`config.mk`:
```
export PLATFORM = sky130hd
export DESIGN_NAME = ahp_host_port
export DESIGN_NICKNAME = d
export VERILOG_FILES = /design/src/ahp_pkg.sv /design/src/ahp_pulse_hold.sv /design/src/ahp_host_port.sv
export VERILOG_INCLUDE_DIRS = /design/src /design/src/src
export SDC_FILE = /design/constraint.sdc
export NUM_CORES = 1
export LEC_CHECK = 0
export BUFFER_PORTS_ARGS = -buffer_cell sky130_fd_sc_hd__buf_2
export CORE_ASPECT_RATIO = 0.8
export CORE_MARGIN = 2
export CORE_UTILIZATION = 60
export CTS_BUF_LIST = sky130_fd_sc_hd__clkbuf_4
export DETAILED_ROUTE_END_ITERATION = 10
export GPL_ROUTABILITY_DRIVEN = 0
export PLACE_DENSITY = 0.88
export SLEW_MARGIN = 20
export SYNTH_ARGS = -nofsm -noshare
export SYNTH_HDL_FRONTEND = slang
export SYNTH_HIERARCHICAL = 1
export SYNTH_SLANG_ARGS = --single-unit
export TNS_END_PERCENT = 30
```
`constraint.sdc`:
```
create_clock -name ref_clk_i -period 5.8 [get_ports ref_clk_i]
set_input_delay 0.87 -clock ref_clk_i [delete_from_list [all_inputs] [get_ports ref_clk_i]]
set_output_delay 0.87 -clock ref_clk_i [all_outputs]
set_load 0.005 [all_outputs]
```
`src/ahp_params.svh`:
```
`ifndef AHP_PARAMS_SVH
`define AHP_PARAMS_SVH

// Clock 250 MHz, period in ps
`define AHP_CLK_PERIOD_PS 4000
// Burn-out hold times in us, cycle counts derived
`define AHP_BO_LONG_US 15600
`define AHP_BO_SHORT_US 7800
// 64-bit product: the picosecond totals do not fit in 32 bits
`define AHP_BO_LONG_CYC ((`AHP_BO_LONG_US * 64'd1000000 + `AHP_CLK_PERIOD_PS - 1) / `AHP_CLK_PERIOD_PS)
`define AHP_BO_SHORT_CYC ((`AHP_BO_SHORT_US * 64'd1000000 + `AHP_CLK_PERIOD_PS - 1) / `AHP_CLK_PERIOD_PS)
// Queue pulse least time in ns
`define AHP_QUEUE_NS 4000
`define AHP_QUEUE_CYC ((`AHP_QUEUE_NS * 1000 + `AHP_CLK_PERIOD_PS - 1) / `AHP_CLK_PERIOD_PS)
// Debounce codes
`define AHP_DEB_SHORT 2'h1
`define AHP_DEB_LONG 2'h2
// Frame layout
`define AHP_FRAME_BITS 72
`define AHP_STATUS_LEAD 4'hc
`define AHP_CMD_BITS 8
`define AHP_CNT_W 24

`endif

```
`src/ahp_pkg.sv`:
```
package ahp_pkg;

  typedef struct packed {
    logic [4:0] burnout_status;
    logic [1:0] pin_levels;
    logic [23:0] ch1;
    logic [23:0] ch2;
  } ahp_sample_t;

  typedef struct packed {
    logic burnout_irq_enable;
    logic range_irq_enable;
    logic queue_irq_enable;
    logic clock_loss_irq_enable;
    logic bad_command_irq_enable;
  } ahp_irq_en_t;

  typedef struct packed {
    logic burnout;
    logic range;
    logic queue;
    logic clock_loss;
    logic bad_command;
  } ahp_irq_src_t;

  typedef enum logic [1:0] {
    AHP_IDLE,
    AHP_CMD,
    AHP_READ
  } ahp_state_t;

endpackage

```
`src/ahp_pulse_hold.sv`:
```
`timescale 1ns/100ps
`include "ahp_params.svh"

// Stretches a trigger: output stays high at least len_i cycles after the last trigger
module ahp_pulse_hold import ahp_pkg::*; (
  input wire logic ref_clk_i,
  input wire logic resetn_i,
  input wire logic ce_i,
  input wire logic trig_i,
  input wire logic [`AHP_CNT_W-1:0] len_i,
  output logic hold_o
);

  logic [`AHP_CNT_W-1:0] cnt_q;
  logic [`AHP_CNT_W-1:0] cnt_d;

  assign cnt_d = trig_i ? len_i : (cnt_q != '0) ? cnt_q - `AHP_CNT_W'd1 : cnt_q;
  assign hold_o = trig_i || (cnt_q != '0);

  always_ff @(posedge ref_clk_i or negedge resetn_i) begin
    if (!resetn_i) begin
      cnt_q <= '0;
    end else if (ce_i) begin
      cnt_q <= cnt_d;
    end
  end

endmodule

```
`src/ahp_host_port.sv`:
```
`timescale 1ns/100ps
`include "ahp_params.svh"

// Contract
// - Five interrupt sources combine onto one selected pin, only if pin output enabled.
// - Burn-out interrupt holds about 15.6 ms (code 2) or 7.8 ms (code 1).
// - Range interrupt holds at least one output data rate period.
// - Queue interrupt pulse lasts at least about 4 us.
// - Clock-loss interrupt stays high until software clear or reset.
// - Only first bad command recorded; interrupt holds until its status cleared.
// - Chip select high resets serial state, ignores clock and data, floats data out.
// - Ready output asserts on conversion complete regardless of chip select.
// - Data input sampled on each falling serial clock edge.
// - Each output bit shifted onto data out on rising serial clock edge.
// - No output data until start input has risen once.
// - Ready goes low when a new conversion result is available.
// - Ready returns high on first falling edge of a read; MSB on first rising.
// - Frame starts with 24-bit status led by 1100, then two channel results.
module ahp_host_port import ahp_pkg::*; (
  input wire logic ref_clk_i,
  input wire logic resetn_i,
  input wire logic ce_i,
  input wire logic cs_n_i,
  input wire logic sclk_i,
  input wire logic din_i,
  input wire logic start_i,
  input wire logic conv_done_i,
  input wire ahp_sample_t sample_i,
  input wire logic [7:0] valid_cmd_mask_i,
  input wire ahp_irq_en_t irq_en_i,
  input wire logic [1:0] burnout_debounce_i,
  input wire logic [23:0] odr_cycles_i,
  input wire logic irq_pin_select_i,
  input wire logic irq_pin_out_en_i,
  input wire logic burnout_event_i,
  input wire logic range_event_i,
  input wire logic queue_event_i,
  input wire logic clock_loss_event_i,
  input wire logic clock_loss_clear_i,
  input wire logic bad_command_clear_i,
  output logic dout_o,
  output logic dout_oe_o,
  output logic conversion_ready_n_o,
  output logic [1:0] irq_pin_o,
  output logic [1:0] irq_pin_oe_o,
  output logic continuous_read_cmd_o,
  output logic bad_command_status_o,
  output logic [7:0] bad_command_code_o,
  output logic [7:0] cmd_byte_o,
  output logic cmd_valid_o
);

  localparam logic [7:0] CMD_READ_CONT = 8'h10;
  localparam logic [7:0] CMD_STOP_CONT = 8'h11;
  localparam logic [7:0] CMD_READ_ONCE = 8'h12;
  localparam logic [6:0] FRAME_LAST = 7'(`AHP_FRAME_BITS - 1);

  // Pin synchronisers: first stage read only by second
  logic [3:0] sync1_q;
  logic [3:0] sync2_q;
  logic sclk_prev_q;
  logic start_prev_q;

  always_ff @(posedge ref_clk_i or negedge resetn_i) begin
    if (!resetn_i) begin
      sync1_q <= 4'h1;
      sync2_q <= 4'h1;
      sclk_prev_q <= 1'b0;
      start_prev_q <= 1'b0;
    end else if (ce_i) begin
      sync1_q <= {start_i, din_i, sclk_i, cs_n_i};
      sync2_q <= sync1_q;
      sclk_prev_q <= sync2_q[1];
      start_prev_q <= sync2_q[3];
    end
  end

  wire cs_n_s = sync2_q[0];
  wire sclk_s = sync2_q[1];
  wire din_s = sync2_q[2];
  wire start_s = sync2_q[3];
  wire sel = !cs_n_s;
  // Serial clock edges are only seen while selected; start edge always
  wire sclk_rise = sel && sclk_s && !sclk_prev_q;
  wire sclk_fall = sel && !sclk_s && sclk_prev_q;
  wire start_rise = start_s && !start_prev_q;

  // Serial state
  ahp_state_t state_q;
  ahp_state_t state_d;
  logic [2:0] bit_cnt_q;
  logic [7:0] cmd_sh_q;
  logic [6:0] frame_pos_q;
  logic [`AHP_FRAME_BITS-1:0] frame_q;
  logic [`AHP_FRAME_BITS-1:0] shadow_q;
  logic started_q;
  logic first_fall_q;
  logic cont_q;
  logic bad_seen_q;
  logic [7:0] bad_code_q;
  logic rdy_n_q;
  logic dout_q;
  logic dout_oe_q;
  logic [7:0] cmd_q;
  logic cmd_vld_q;

  function automatic logic [`AHP_FRAME_BITS-1:0] build_frame(input ahp_sample_t s);
    build_frame = {`AHP_STATUS_LEAD, s.burnout_status, s.pin_levels, 5'h00, 8'h00, s.ch1, s.ch2};
  endfunction

  wire [7:0] cmd_next = {cmd_sh_q[6:0], din_s};
  wire cmd_done = sclk_fall && (state_q == AHP_CMD) && (bit_cnt_q == 3'h7);
  wire cmd_known = valid_cmd_mask_i[cmd_next[2:0]] || (cmd_next == CMD_READ_CONT) ||
                   (cmd_next == CMD_STOP_CONT) || (cmd_next == CMD_READ_ONCE);
  wire cmd_bad = cmd_done && !cmd_known;
  wire go_read = cmd_done && (cmd_next == CMD_READ_ONCE || cmd_next == CMD_READ_CONT);
  // In continuous mode selection alone starts a read, no opcode,
  // so the MSB already leaves on the first rising edge of the frame
  wire cont_read = sel && (state_q == AHP_IDLE) && cont_q && started_q;
  wire new_data = conv_done_i && started_q;

  always_comb begin
    state_d = state_q;
    unique case (state_q)
      AHP_IDLE: state_d = cont_read ? AHP_READ : (sclk_fall ? AHP_CMD : AHP_IDLE);
      AHP_CMD: state_d = go_read ? AHP_READ : (cmd_done ? AHP_IDLE : AHP_CMD);
      AHP_READ: state_d = (sclk_fall && cont_q && din_s) ? AHP_CMD : AHP_READ;
    endcase
  end

  always_ff @(posedge ref_clk_i or negedge resetn_i) begin
    if (!resetn_i) begin
      state_q <= AHP_IDLE;
      bit_cnt_q <= 3'h0;
      cmd_sh_q <= 8'h00;
      frame_pos_q <= 7'h00;
      first_fall_q <= 1'b0;
    end else if (ce_i) begin
      if (cs_n_s) begin
        state_q <= AHP_IDLE;
        bit_cnt_q <= 3'h0;
        cmd_sh_q <= 8'h00;
        frame_pos_q <= 7'h00;
        first_fall_q <= 1'b0;
      end else begin
        state_q <= state_d;
        if (sclk_fall && state_q != AHP_READ) begin
          cmd_sh_q <= cmd_next;
          bit_cnt_q <= (state_q == AHP_IDLE) ? 3'h1 : bit_cnt_q + 3'h1;
        end
        if (state_d == AHP_READ && state_q != AHP_READ) begin
          frame_pos_q <= 7'h00;
          first_fall_q <= 1'b1;
        end else if (sclk_fall) begin
          first_fall_q <= 1'b0;
        end
        if (state_q == AHP_READ && sclk_rise) begin
          // Wraps so extra clocks repeat the frame from its MSB
          frame_pos_q <= (frame_pos_q == FRAME_LAST) ? 7'h00 : frame_pos_q + 7'h01;
        end
      end
    end
  end

  always_ff @(posedge ref_clk_i or negedge resetn_i) begin
    if (!resetn_i) begin
      started_q <= 1'b0;
      cont_q <= 1'b0;
      bad_seen_q <= 1'b0;
      bad_code_q <= 8'h00;
      rdy_n_q <= 1'b1;
      dout_q <= 1'b0;
      dout_oe_q <= 1'b0;
      frame_q <= '0;
      shadow_q <= '0;
      cmd_q <= 8'h00;
      cmd_vld_q <= 1'b0;
    end else if (ce_i) begin
      if (start_rise) begin
        started_q <= 1'b1;
      end
      if (cmd_done && cmd_next == CMD_READ_CONT) begin
        cont_q <= 1'b1;
      end else if (cmd_done && cmd_next == CMD_STOP_CONT) begin
        cont_q <= 1'b0;
      end
      if (cmd_bad && !bad_seen_q) begin
        bad_seen_q <= 1'b1;
        bad_code_q <= cmd_next;
      end else if (bad_command_clear_i && !cmd_bad) begin
        bad_seen_q <= 1'b0;
      end
      if (new_data) begin
        shadow_q <= build_frame(sample_i);
      end
      if (new_data) begin
        rdy_n_q <= 1'b0;
      end else if (state_q == AHP_READ && first_fall_q && sclk_fall) begin
        rdy_n_q <= 1'b1;
      end
      if (state_d == AHP_READ && state_q != AHP_READ) begin
        frame_q <= shadow_q;
      end
      dout_oe_q <= sel;
      if (cs_n_s || !started_q) begin
        dout_q <= 1'b0;
      end else if (state_q == AHP_READ && sclk_rise) begin
        dout_q <= frame_q[FRAME_LAST - frame_pos_q];
      end
      cmd_vld_q <= cmd_done && cmd_known;
      if (cmd_done) begin
        cmd_q <= cmd_next;
      end
    end
  end

  // Interrupt sources
  ahp_irq_src_t src;
  logic clk_loss_q;
  logic [`AHP_CNT_W-1:0] bo_len;
  logic [1:0] irq_q;
  logic [1:0] irq_oe_q;

  assign bo_len = (burnout_debounce_i == `AHP_DEB_LONG) ? `AHP_CNT_W'(`AHP_BO_LONG_CYC) :
                  (burnout_debounce_i == `AHP_DEB_SHORT) ? `AHP_CNT_W'(`AHP_BO_SHORT_CYC) :
                  `AHP_CNT_W'd1;

  ahp_pulse_hold u_bo_hold (
    .ref_clk_i(ref_clk_i),
    .resetn_i(resetn_i),
    .ce_i(ce_i),
    .trig_i(burnout_event_i),
    .len_i(bo_len),
    .hold_o(src.burnout)
  );

  ahp_pulse_hold u_range_hold (
    .ref_clk_i(ref_clk_i),
    .resetn_i(resetn_i),
    .ce_i(ce_i),
    .trig_i(range_event_i),
    .len_i(odr_cycles_i),
    .hold_o(src.range)
  );

  ahp_pulse_hold u_queue_hold (
    .ref_clk_i(ref_clk_i),
    .resetn_i(resetn_i),
    .ce_i(ce_i),
    .trig_i(queue_event_i),
    .len_i(`AHP_CNT_W'(`AHP_QUEUE_CYC)),
    .hold_o(src.queue)
  );

  always_ff @(posedge ref_clk_i or negedge resetn_i) begin
    if (!resetn_i) begin
      clk_loss_q <= 1'b0;
    end else if (ce_i) begin
      if (clock_loss_event_i) begin
        clk_loss_q <= 1'b1;
      end else if (clock_loss_clear_i) begin
        clk_loss_q <= 1'b0;
      end
    end
  end

  assign src.clock_loss = clk_loss_q;
  assign src.bad_command = bad_seen_q;

  wire any_irq = |(src & irq_en_i);
  wire [1:0] irq_d = irq_pin_select_i ? {any_irq, 1'b0} : {1'b0, any_irq};

  always_ff @(posedge ref_clk_i or negedge resetn_i) begin
    if (!resetn_i) begin
      irq_q <= 2'h0;
      irq_oe_q <= 2'h0;
    end else if (ce_i) begin
      irq_q <= irq_pin_out_en_i ? irq_d : 2'h0;
      irq_oe_q <= irq_pin_out_en_i ? (irq_pin_select_i ? 2'h2 : 2'h1) : 2'h0;
    end
  end

  assign dout_o = dout_q;
  assign dout_oe_o = dout_oe_q;
  assign conversion_ready_n_o = rdy_n_q;
  assign irq_pin_o = irq_q;
  assign irq_pin_oe_o = irq_oe_q;
  assign continuous_read_cmd_o = cont_q;
  assign bad_command_status_o = bad_seen_q;
  assign bad_command_code_o = bad_code_q;
  assign cmd_byte_o = cmd_q;
  assign cmd_valid_o = cmd_vld_q;

endmodule

```
==> results of run 1 <==
## flip-flops by register name (all words and copies together) (netlist names), 3 cells and up
register            cells
shadow_q               56
frame_q                56
sync1_q                 4
frame_pos_q             7
cmd_sh_q                7
u_bo_hold/cnt_q        24
u_queue_hold/cnt_q     24
bad_command_code_o      8
bit_cnt_q               3
sync2_q                 4
cmd_byte_o              8
u_range_hold/cnt_q     24
## per-stage QoR
stage	util	setup WS [ns]
after floorplan	-	3.28
after global placement	0.646	2.64
after detailed placement	0.646	2.55
after CTS	0.684	2.79
after global routing	0.685	2.62
final	0.685	2.78
## worst max-delay path, stage by stage, from the launching register on
cell and delay (ns):
dfrtp_1 0.48, nor4b_2 0.44, nand4_1 0.20, a2111oi_2 0.49, nand2_2 0.43, buf_4 0.46
mux2_4 0.37
## kinds of logic after synthesis
kind of cell    after synthesis  share of synthesized area
buf+inv                      98                     0.0396
compound gates              249                      0.133
simple gates                320                      0.149
fa+ha+maj                    17                     0.0171
xor+xnor                      4                    0.00282
flops                       242                      0.488
other cells                   2                   0.000604
mux                         166                      0.170
## where the power goes
part | switching, mW | total, mW | internal [mW] | leakage (nW)
clock | 0.686 | 1.47 | 0.780 | 0.460
sequential | 0.291 | 2.35 | 2.06 | 2.95
combinational | 0.489 | 1.14 | 0.653 | 2.85
## area by class of cell
class,count,area (um^2),area share
inverters,27,115,0.00818
clock inverters,17,123,0.00872
well taps,269,337,0.0239
clock buffers,88,661,0.0470
flip-flops and latches,242,6060,0.431
diodes,1,2.50,0.000178
repair buffers,142,751,0.0534
multi-input cells,790,6020,0.428
## metal layers
layer  vias up  share of wire  global-route usage
met3        54          0.063              0.0458
met1      4598           0.46               0.367
met5         -              0                   0
li1       4452              -                   -
met2       302           0.46               0.380
met4         0          0.020              0.0763
## worst paths after layout
check | endpoint | slack, ns
setup reg to reg | frame_q[4] | 2.78
hold / removal | u_range_hold/cnt_q[4] | 0.21
max in group asynchronous | shadow_q[0] | 4.37
min in group ref_clk_i | shadow_q[12] | 0.41
setup / recovery | frame_q[4] | 2.78
hold reg to reg | started_q | 0.46
## cells in the final DEF, fill, tap and decap left out, types with 22 or more instances in the layout
| cell | netlist | final |
|---|---|---|
| mux2_2 | 103 | 103 |
| mux2_4 | 29 | 29 |
| o21ai_0 | 83 | 82 |
| dfrtp_1 | 239 | 239 |
| conb_1 | 2 | 34 |
| clkbuf_4 | 0 | 88 |
| buf_2 | 10 | 134 |
| a21oi_1 | 40 | 40 |
| nand2_1 | 53 | 52 |
| nor3_1 | 36 | 36 |
| nor2_1 | 81 | 81 |
| nor4_1 | 22 | 22 |
| inv_1 | 26 | 26 |
==> qor.yml, run 1 <==
drt:
  first_pass_iters: 6
  wl_per_cell_um: 17.1
  routed_wl_um: 26900
  vias: 9406
  ant_nets: 0
  drc: 0
  vias_per_cell: 5.97
  first_iter_violations: 732
sta:
  max_slew.worst_pin.slew_ns: 0.903
  setup_tns_ns: 0
  relSlewSlack: 0.398
  holdWs_ns: 0.214
  finalSetupViolCount: 0
  max_freq_ghz: 0.331
  finalHoldViolations: 0
  drv_slew: 0
  fin_worst_skew_ns: 0.0248
  rsz0062_at_grt: "no"
  fin_crit_sh: 0.521
  period_needed_ns: 3.02
worst_setup_path:
  startpoint: "cmd_sh_q[1]"
  endpoint_kind: "flip-flop"
  arrival_ns: 3.57
  rr_startpoint: "cmd_sh_q[1]"
  reg2reg_depth: 6
  worstPathRequired_ns: 6.35
  cp_max_fo: 37
  cp-start-kind: "flip-flop"
  path_class: "flip-flop to flip-flop"
logic_synthesis:
  synth-async-reset-ratio: 1.00
  synth_area_um2: 12400
  synth_common_cells: "dfrtp_1, mux2_2, o21ai_0, nor2_1, nand2_1"
  synth_edf_count: 0
  synth.distinct_cells: 83
  avgSynthCellArea_um2: 11.3
  yosysSeqAreaShare: 0.488
  synth_flop_cell: "dfrtp_1"
  synth_seq_cells: 242
  synth_area_leaders: "dfrtp_1, mux2_2, mux2_4"
  yosysWarnings: 6
  synth_top_area_frac: 0.481
  synthCells: 1098
  yosysTopAreaCell: "dfrtp_1"
  yosysMostFrequentCell: "dfrtp_1"
clocking:
  clock_latency_ns: 0.68
  clk_path_buf_depth: 3
  cts.sinks: 242
  clkTransAtPathRegs_ns: 0.07
  htreeDepth: 2
  cts_resized: 0
  cts_hold_repair.buffers: 0
  cts_tree: "yes"
  cts_root_buf: "clkbuf_4"
  cts_setup_buffers: 0
  cts_inserted_buffers: 59
finish:
  design_area_um2: 14100
  stdcell_count: 1576
  drive_gt1_frac: 0.324
  final.fill_count: 1475
  syn_to_final_growth_pct: 13.2
  nets: 1389
placed_design:
  dp.cells: 1470
  placed_cell_area_um2: 13300
  hpwlAfterDp_um: 17900
  io_buffers: 135
floorplan:
  die-width_um: 165
  rows: 47
  die_h_um: 133
  coreArea_um2: 20500
  start_util: 0.605
  die_area_um2: 21900
  pin_count: 136
global_routing:
  grt_max_degree: 144
  grt_pass1_wl_um: 44400
  grt_usage: 0.250
  grt-ovfl-total: 0
  grt_pass1_vias: 9031
  grt_antenna_before_repair: 1
power_and_ir_drop:
  p_per_area_nw_per_um2: 352
  power_leakage_nw: 6.26
  power_mw: 4.96
  vdd_drop_max_mv: 0.202
outcome:
  outcome: "finished, final reports clean"
min_path:
  hp-class: "input pin to asynchronous set/reset pin"
flow_run:
  maxCapViolCount: 0
Power figures use the tool's default switching activity.
==> inputs of run 2 (changes only) <==
==> constraint.sdc (replaced) <==
create_clock -name ref_clk_i -period 2.8 [get_ports ref_clk_i]
set_input_delay 0.42 -clock ref_clk_i [delete_from_list [all_inputs] [get_ports ref_clk_i]]
set_output_delay 0.42 -clock ref_clk_i [all_outputs]
set_load 0.005 [all_outputs]
==> run 2 against run 1 <==
  * Sequential cell count unchanged
  * Clock power grew 95%
  * Non-clock buffer count rose by 96
  * Largest cell class unchanged
==> qor.yml, run 2 (synthesized netlist as in run 1, its figures left out) <==
finish:
  reg_top3: "frame_q (56), shadow_q (56)"
  regArea_um2: 6060  # unchanged
  final.fill_count: 1360  # -7.8%
  drive_gt1_frac: 0.318  # -0.00610
  mostFrequentLayoutCell: "dfrtp_1"
  syn_to_final_growth_pct: 20.2
  final_cell_mix: "dfrtp_1, buf_2, mux2_2, clkbuf_4, o21ai_0"
  multi_input_area_um2: 6010  # -0.12%
  design_area_um2: 14900  # +6.1%
  nets: 1487  # +7.1%
worst_setup_path:
  critPathSlowestCell: "or4_1"
  reg2reg_depth: 7  # +1
  path_class: "flip-flop to flip-flop"
  endpoint_kind: "flip-flop"
  cp_max_fo: 7  # -81%
  max_stage_delay_ns: 0.59  # +0.10 ns
  reg2reg_slack_ns: 0.14  # -2.64 ns
  reg2reg_to: "irq_pin_o[1]"
  path_cells: "nor4_4 -> nand4b_1 -> or4_1 -> a222oi_1 -> inv_1 -> a221oi_1 -> o22ai_1"
  worstPathRequired_ns: 3.33  # -3.02 ns
  rr_startpoint: "u_bo_hold/cnt_q[12]"
  arrival_ns: 3.19  # -0.38 ns
  cp-start-kind: "flip-flop"
power_and_ir_drop:
  vdd_drop_max_mv: 0.474  # +130%
  power_leakage_nw: 6.66  # +6.4%
  p_per_area_nw_per_um2: 696  # +97%
floorplan:
  die-width_um: 165  # unchanged
  die_area_um2: 21900  # unchanged
  rows: 47  # unchanged
  die_h_um: 133  # unchanged
  coreArea_um2: 20500  # unchanged
  start_util: 0.605  # unchanged
  pin_count: 136  # unchanged
clocking:
  clock_latency_ns: 0.72  # +0.04 ns
  htreeDepth: 2  # unchanged
  clkTransAtPathRegs_ns: 0.06  # about the same
  cts_root_buf: "clkbuf_4"
  clk_path_buf_depth: 3  # unchanged
  cts_inserted_buffers: 61  # +3.4%
  cts_tree: "yes"
  cts.sinks: 242  # unchanged
flow_run:
  maxCapViolCount: 0  # unchanged
placed_design:
  io_buffers: 135  # unchanged
  hpwlAfterDp_um: 18900  # +5.5%
  placed_cell_area_um2: 13500  # +1.5%
global_routing:
  grt_usage: 0.287  # +0.0373
  grt-ovfl-total: 0  # unchanged
  grt_max_degree: 73  # -49%
  grt_antenna_before_repair: 2  # +1
  grt_pass1_wl_um: 50400  # +13%
  grt_pass1_vias: 9917  # +9.8%
sta:
  finalSetupViolCount: 0  # unchanged
  fin_crit_sh: 0.949  # +0.429
  finalHoldViolations: 0  # unchanged
  drv_slew: 0  # unchanged
  rsz0062_at_grt: "no"
  period_needed_ns: 2.66  # -0.363 ns
  setup_tns_ns: 0  # unchanged
  fin_worst_skew_ns: 0.0559  # +0.0311 ns
  relSlewSlack: 0.469  # +0.0715
  max_slew.worst_pin.slew_ns: 0.791  # -0.113 ns
  max_freq_ghz: 0.376  # +14%
drt:
  first_iter_violations: 941  # +29%
  drc: 0  # unchanged
  vias: 10100  # +7.2%
  ant_nets: 0  # unchanged
  wl_per_cell_um: 18.6  # +8.5%
  first_pass_iters: 7  # +1
  routed_wl_um: 30900  # +15%
  vias_per_cell: 6.06  # +1.5%
min_path:
  hp-class: "input pin to flip-flop"
  min_path_cells: 4
  holdPathEnd: "bad_command_status_o"
  min_from: "bad_command_clear_i"
outcome:
  outcome: "finished, final reports clean"
[run 2: final cells by class]
cell class / count / area share
repair buffers: 238 / 0.114
clock inverters: 7 / 0.00210
multi-input cells: 790 / 0.403
inverters: 27 / 0.00771
flip-flops and latches: 242 / 0.406
well taps: 269 / 0.0225
clock buffers: 90 / 0.0453
diodes: 2 / 0.000335
[run 2: critical path: cells and delay by family (launching register included)]
kind	cells	cell delay [ns]
AND/OR/NAND/NOR	3	1.23
flip-flops	1	0.48
buffers and inverters	1	0.08
AO/OA/AOI/OAI	3	0.72
[run 2: worst max-delay path by stage]
stage | from | endpoint | slack, ns | cells past startpoint
2_1_floorplan | u_bo_hold/cnt_q[12] | irq_pin_o[0] | 0.46 | 7
3_3_place_gp | u_bo_hold/cnt_q[12] | irq_pin_o[0] | 0.30 | 7
3_5_place_dp | u_bo_hold/cnt_q[12] | irq_pin_o[1] | 0.16 | 7
4_1_cts | u_bo_hold/cnt_q[12] | irq_pin_o[1] | 0.14 | 7
5_1_grt | u_queue_hold/cnt_q[12] | irq_pin_o[1] | 0.04 | 5
6_report | u_bo_hold/cnt_q[12] | irq_pin_o[1] | 0.14 | 7
[run 2: power breakdown]
group / internal [mW] / leakage (nW) / total (mW) / switching (mW)
Combinational: 1.46 / 3.28 / 2.58 / 1.12
Clock: 1.44 / 0.430 / 2.87 / 1.43
Sequential: 4.27 / 2.95 / 4.94 / 0.672
Total: 7.17 / 6.66 / 10.4 / 3.21
[run 2: per-layer routing]
layer | part of all wire | vias to the layer above | GRT usage
met4 | 0.041 | 0 | 0.138
met2 | 0.47 | 410 | 0.441
met3 | 0.057 | 96 | 0.0514
met1 | 0.43 | 4935 | 0.397
li1 | - | 4645 | -
met5 | 0 | - | 0
[run 2: timing repair]
item,4_1_cts,5_1_grt
setup buffers,0,0
setup endpoints to repair,0,1
hold buffers,75,0
gates resized for setup,0,1
hold endpoints to repair,140,0
[run 2: per-stage QoR]
| stage | worst slack, ns | cells | hold WS, ns | power (mW) | utilization |
|---|---|---|---|---|---|
| after floorplan | 0.455 | 1130 | 0.124 | 6.65 | - |
| after global placement | 0.299 | 1491 | 0.423 | 7.15 | 0.656 |
| after detailed placement | 0.164 | 1491 | 0.425 | 7.33 | 0.656 |
| after CTS | 0.143 | 1663 | 0.000892 | 10.3 | 0.727 |
| after global routing | 0.0353 | 1665 | 0.0219 | 10.9 | 0.727 |
| final | 0.142 | 1665 | 0.0433 | 10.4 | 0.727 |
==> inputs of run 3 (changes only) <==
--- a/config.mk
+++ b/config.mk
@@ -7,13 +7,15 @@
 export NUM_CORES = 1
 export LEC_CHECK = 0
 export BUFFER_PORTS_ARGS = -buffer_cell sky130_fd_sc_hd__buf_2
+export CELL_PAD_IN_SITES_DETAIL_PLACEMENT = 0
+export CELL_PAD_IN_SITES_GLOBAL_PLACEMENT = 2
 export CORE_ASPECT_RATIO = 0.8
 export CORE_MARGIN = 2
-export CORE_UTILIZATION = 60
+export CORE_UTILIZATION = 41
 export CTS_BUF_LIST = sky130_fd_sc_hd__clkbuf_4
 export DETAILED_ROUTE_END_ITERATION = 10
 export GPL_ROUTABILITY_DRIVEN = 0
-export PLACE_DENSITY = 0.88
+export PLACE_DENSITY = 0.9
 export SLEW_MARGIN = 20
 export SYNTH_ARGS = -nofsm -noshare
 export SYNTH_HDL_FRONTEND = slang
==> run 3 against run 2 <==
  * Routed wire length fell by 3.5%
  * Sequential cell count unchanged
  * Worst hold slack better by 0.0056 ns
  * Maximum frequency grew 6.7%
  * Utilization down 21 points
  * Register-to-register slack better by 0.17 ns
  * Cell area increased by 2.8%
  * Die area up 45%
  * Clock skew down 0.012 ns
  * Cell count increased by 9.8%
  * Critical path depth unchanged
  * Via count shrank 4.4%
==> qor.yml, run 3 (synthesized netlist as in run 1, its figures left out) <==
outcome:
  outcome: "finished, final reports clean"
flow_run:
  maxCapViolCount: 0  # unchanged
clocking:
  cts.sinks: 242  # unchanged
  cts_tree: "yes"
  cts_root_buf: "clkbuf_4"
  clock_latency_ns: 0.68  # -0.04 ns
  cts_setup_buffers: 0  # unchanged
  cts_inserted_buffers: 68  # +11%
  clk_path_buf_depth: 3  # unchanged
  htreeDepth: 3  # +1
  clkTransAtPathRegs_ns: 0.07  # about the same
sta:
  setup_tns_ns: 0  # unchanged
  rsz0062_at_grt: "no"
  holdWs_ns: 0.0489  # +0.00562 ns
  finalSetupViolCount: 0  # unchanged
  period_needed_ns: 2.49  # -0.167 ns
  fin_worst_skew_ns: 0.0435  # -0.0124 ns
  setup_ws_ns: 0.309  # +0.167 ns
  relSlewSlack: 0.467  # -0.00207
  finalHoldViolations: 0  # unchanged
  max_freq_ghz: 0.401  # +6.7%
  max_slew.worst_pin.slew_ns: 0.799  # +0.00841 ns
  fin_crit_sh: 0.890  # -0.0596
  drv_slew: 0  # unchanged
drt:
  ant_nets: 0  # unchanged
  wl_met1_um: 15000  # +13%
  drc: 0  # unchanged
  dr_wl_met3_um: 1070  # -40%
  wl_per_cell_um: 16.3  # -12%
  vias_per_cell: 5.27  # -13%
  first_iter_violations: 467  # -50%
  highest_layer: "met4"
  vias: 9640  # -4.4%
  dr_wl_met2_um: 13100  # -9.5%
  first_pass_iters: 5  # -2
  routed_wl_um: 29800  # -3.5%
floorplan:
  coreArea_um2: 29600  # +44%
  die_h_um: 160  # +20%
  pin_count: 136  # unchanged
  rows: 56  # +19%
  start_util: 0.420  # -0.185
  die-width_um: 199  # +20%
  die_area_um2: 31700  # +45%
finish:
  fin_util: 0.519  # -0.209
  mostFrequentLayoutCell: "dfrtp_1"
  reg_top3: "frame_q (56), shadow_q (56)"
  nets: 1498  # +0.74%
  final_cell_mix: "dfrtp_1, buf_2, clkbuf_4, mux2_2, o21ai_0"
  syn_to_final_growth_pct: 23.5
  drive_gt1_frac: 0.331  # +0.0132
  stdcell_count: 1828  # +9.8%
power_and_ir_drop:
  p_per_area_nw_per_um2: 705  # +1.3%
  power_leakage_nw: 6.80  # +2.1%
  vdd_drop_max_mv: 0.378  # -20%
placed_design:
  place_worst_setup_slack_ns: 0.196  # +0.0313 ns
  hpwlAfterDp_um: 19900  # +5.4%
  io_buffers: 135  # unchanged
  dp.cells: 1636  # +9.7%
global_routing:
  grt_max_degree: 66  # -9.6%
  grt-ovfl-total: 0  # unchanged
  grt_usage: 0.190  # -0.0971
  grt_pass1_vias: 9571  # -3.5%
  grt_pass1_wl_um: 49000  # -2.6%
  grt_antenna_before_repair: 2  # unchanged
worst_setup_path:
  cp-start-kind: "flip-flop"
  arrival_ns: 3.02  # -0.17 ns
  path_class: "flip-flop to flip-flop"
  endpoint_kind: "flip-flop"
  cp_max_fo: 7  # unchanged
  worstPathRequired_ns: 3.33  # about the same
min_path:
  hp-class: "input pin to flip-flop"
run 3: cell count changes in the layout (fill, tap and decap cells not counted), sizes merged:
cell         delta
bufinv          +3
clkinv          +4
dlygate4sd3     -4
buf             +8
clkbuf         +14
inv             +1
run 3: area by class of cell:
class                           instances  area, um^2
Multi-Input combinational cell        790        6020
Antenna cell                            2        5.00
Inverter                               27         115
Tap cell                              406         508
Clock inverter                         15         135
Clock buffer                          104         781
Timing Repair Buffer                  242        1720
Sequential cell                       242        6060
Fill cell                            2684       14200
run 3: final timing paths:
check / startpoint / end / slack, ns / depth (start not counted)
min in group asynchronous: resetn_i / u_bo_hold/cnt_q[0] / 0.25 / 2
hold reg to reg: start_prev_q / started_q / 0.46 / 1
max in group asynchronous: resetn_i / frame_q[45] / 1.61 / 3
setup reg to reg: u_bo_hold/cnt_q[12] / irq_pin_o[0] / 0.31 / 7
hold / removal: irq_en_i[2] / irq_pin_o[1] / 0.05 / 3
setup / recovery: u_bo_hold/cnt_q[12] / irq_pin_o[0] / 0.31 / 7
run 3: timing repair:
item	in CTS	in global routing
resized for setup	0	3
setup endpoints to repair	0	2
hold buffers	71	0
hold endpoints to repair	124	0
run 3: critical path, stage by stage, from the launching register on:
cell,delay (ns)
dfrtp_1,0.47
nor4_4,0.37
nand4b_1,0.18
or4_1,0.58
a222oi_1,0.28
inv_1,0.09
a221oi_2,0.23
o22ai_1,0.14
run 3: layer usage:
metal  GRT usage  up-vias
li1            -     4675
met1       0.278     4735
met2       0.279      178
met3      0.0399       52
met4      0.0648        0
met5           0        -
run 3: power breakdown:
| part | total [mW] | internal [mW] | switching, mW |
|---|---|---|---|
| logic | 2.50 | 1.47 | 1.03 |
| clock network | 3.44 | 1.96 | 1.48 |
| registers | 4.87 | 4.27 | 0.605 |
run 3: stage by stage:
| stage | area [um^2] | power (mW) |
|---|---|---|
| 3_3_place_gp | 13700 | 7.28 |
| 2_1_floorplan | 12500 | 6.65 |
| 4_1_cts | 15300 | 10.9 |
| 5_1_grt | 15300 | 11.5 |
| 6_report | 15300 | 10.8 |
| 3_5_place_dp | 13700 | 7.35 |
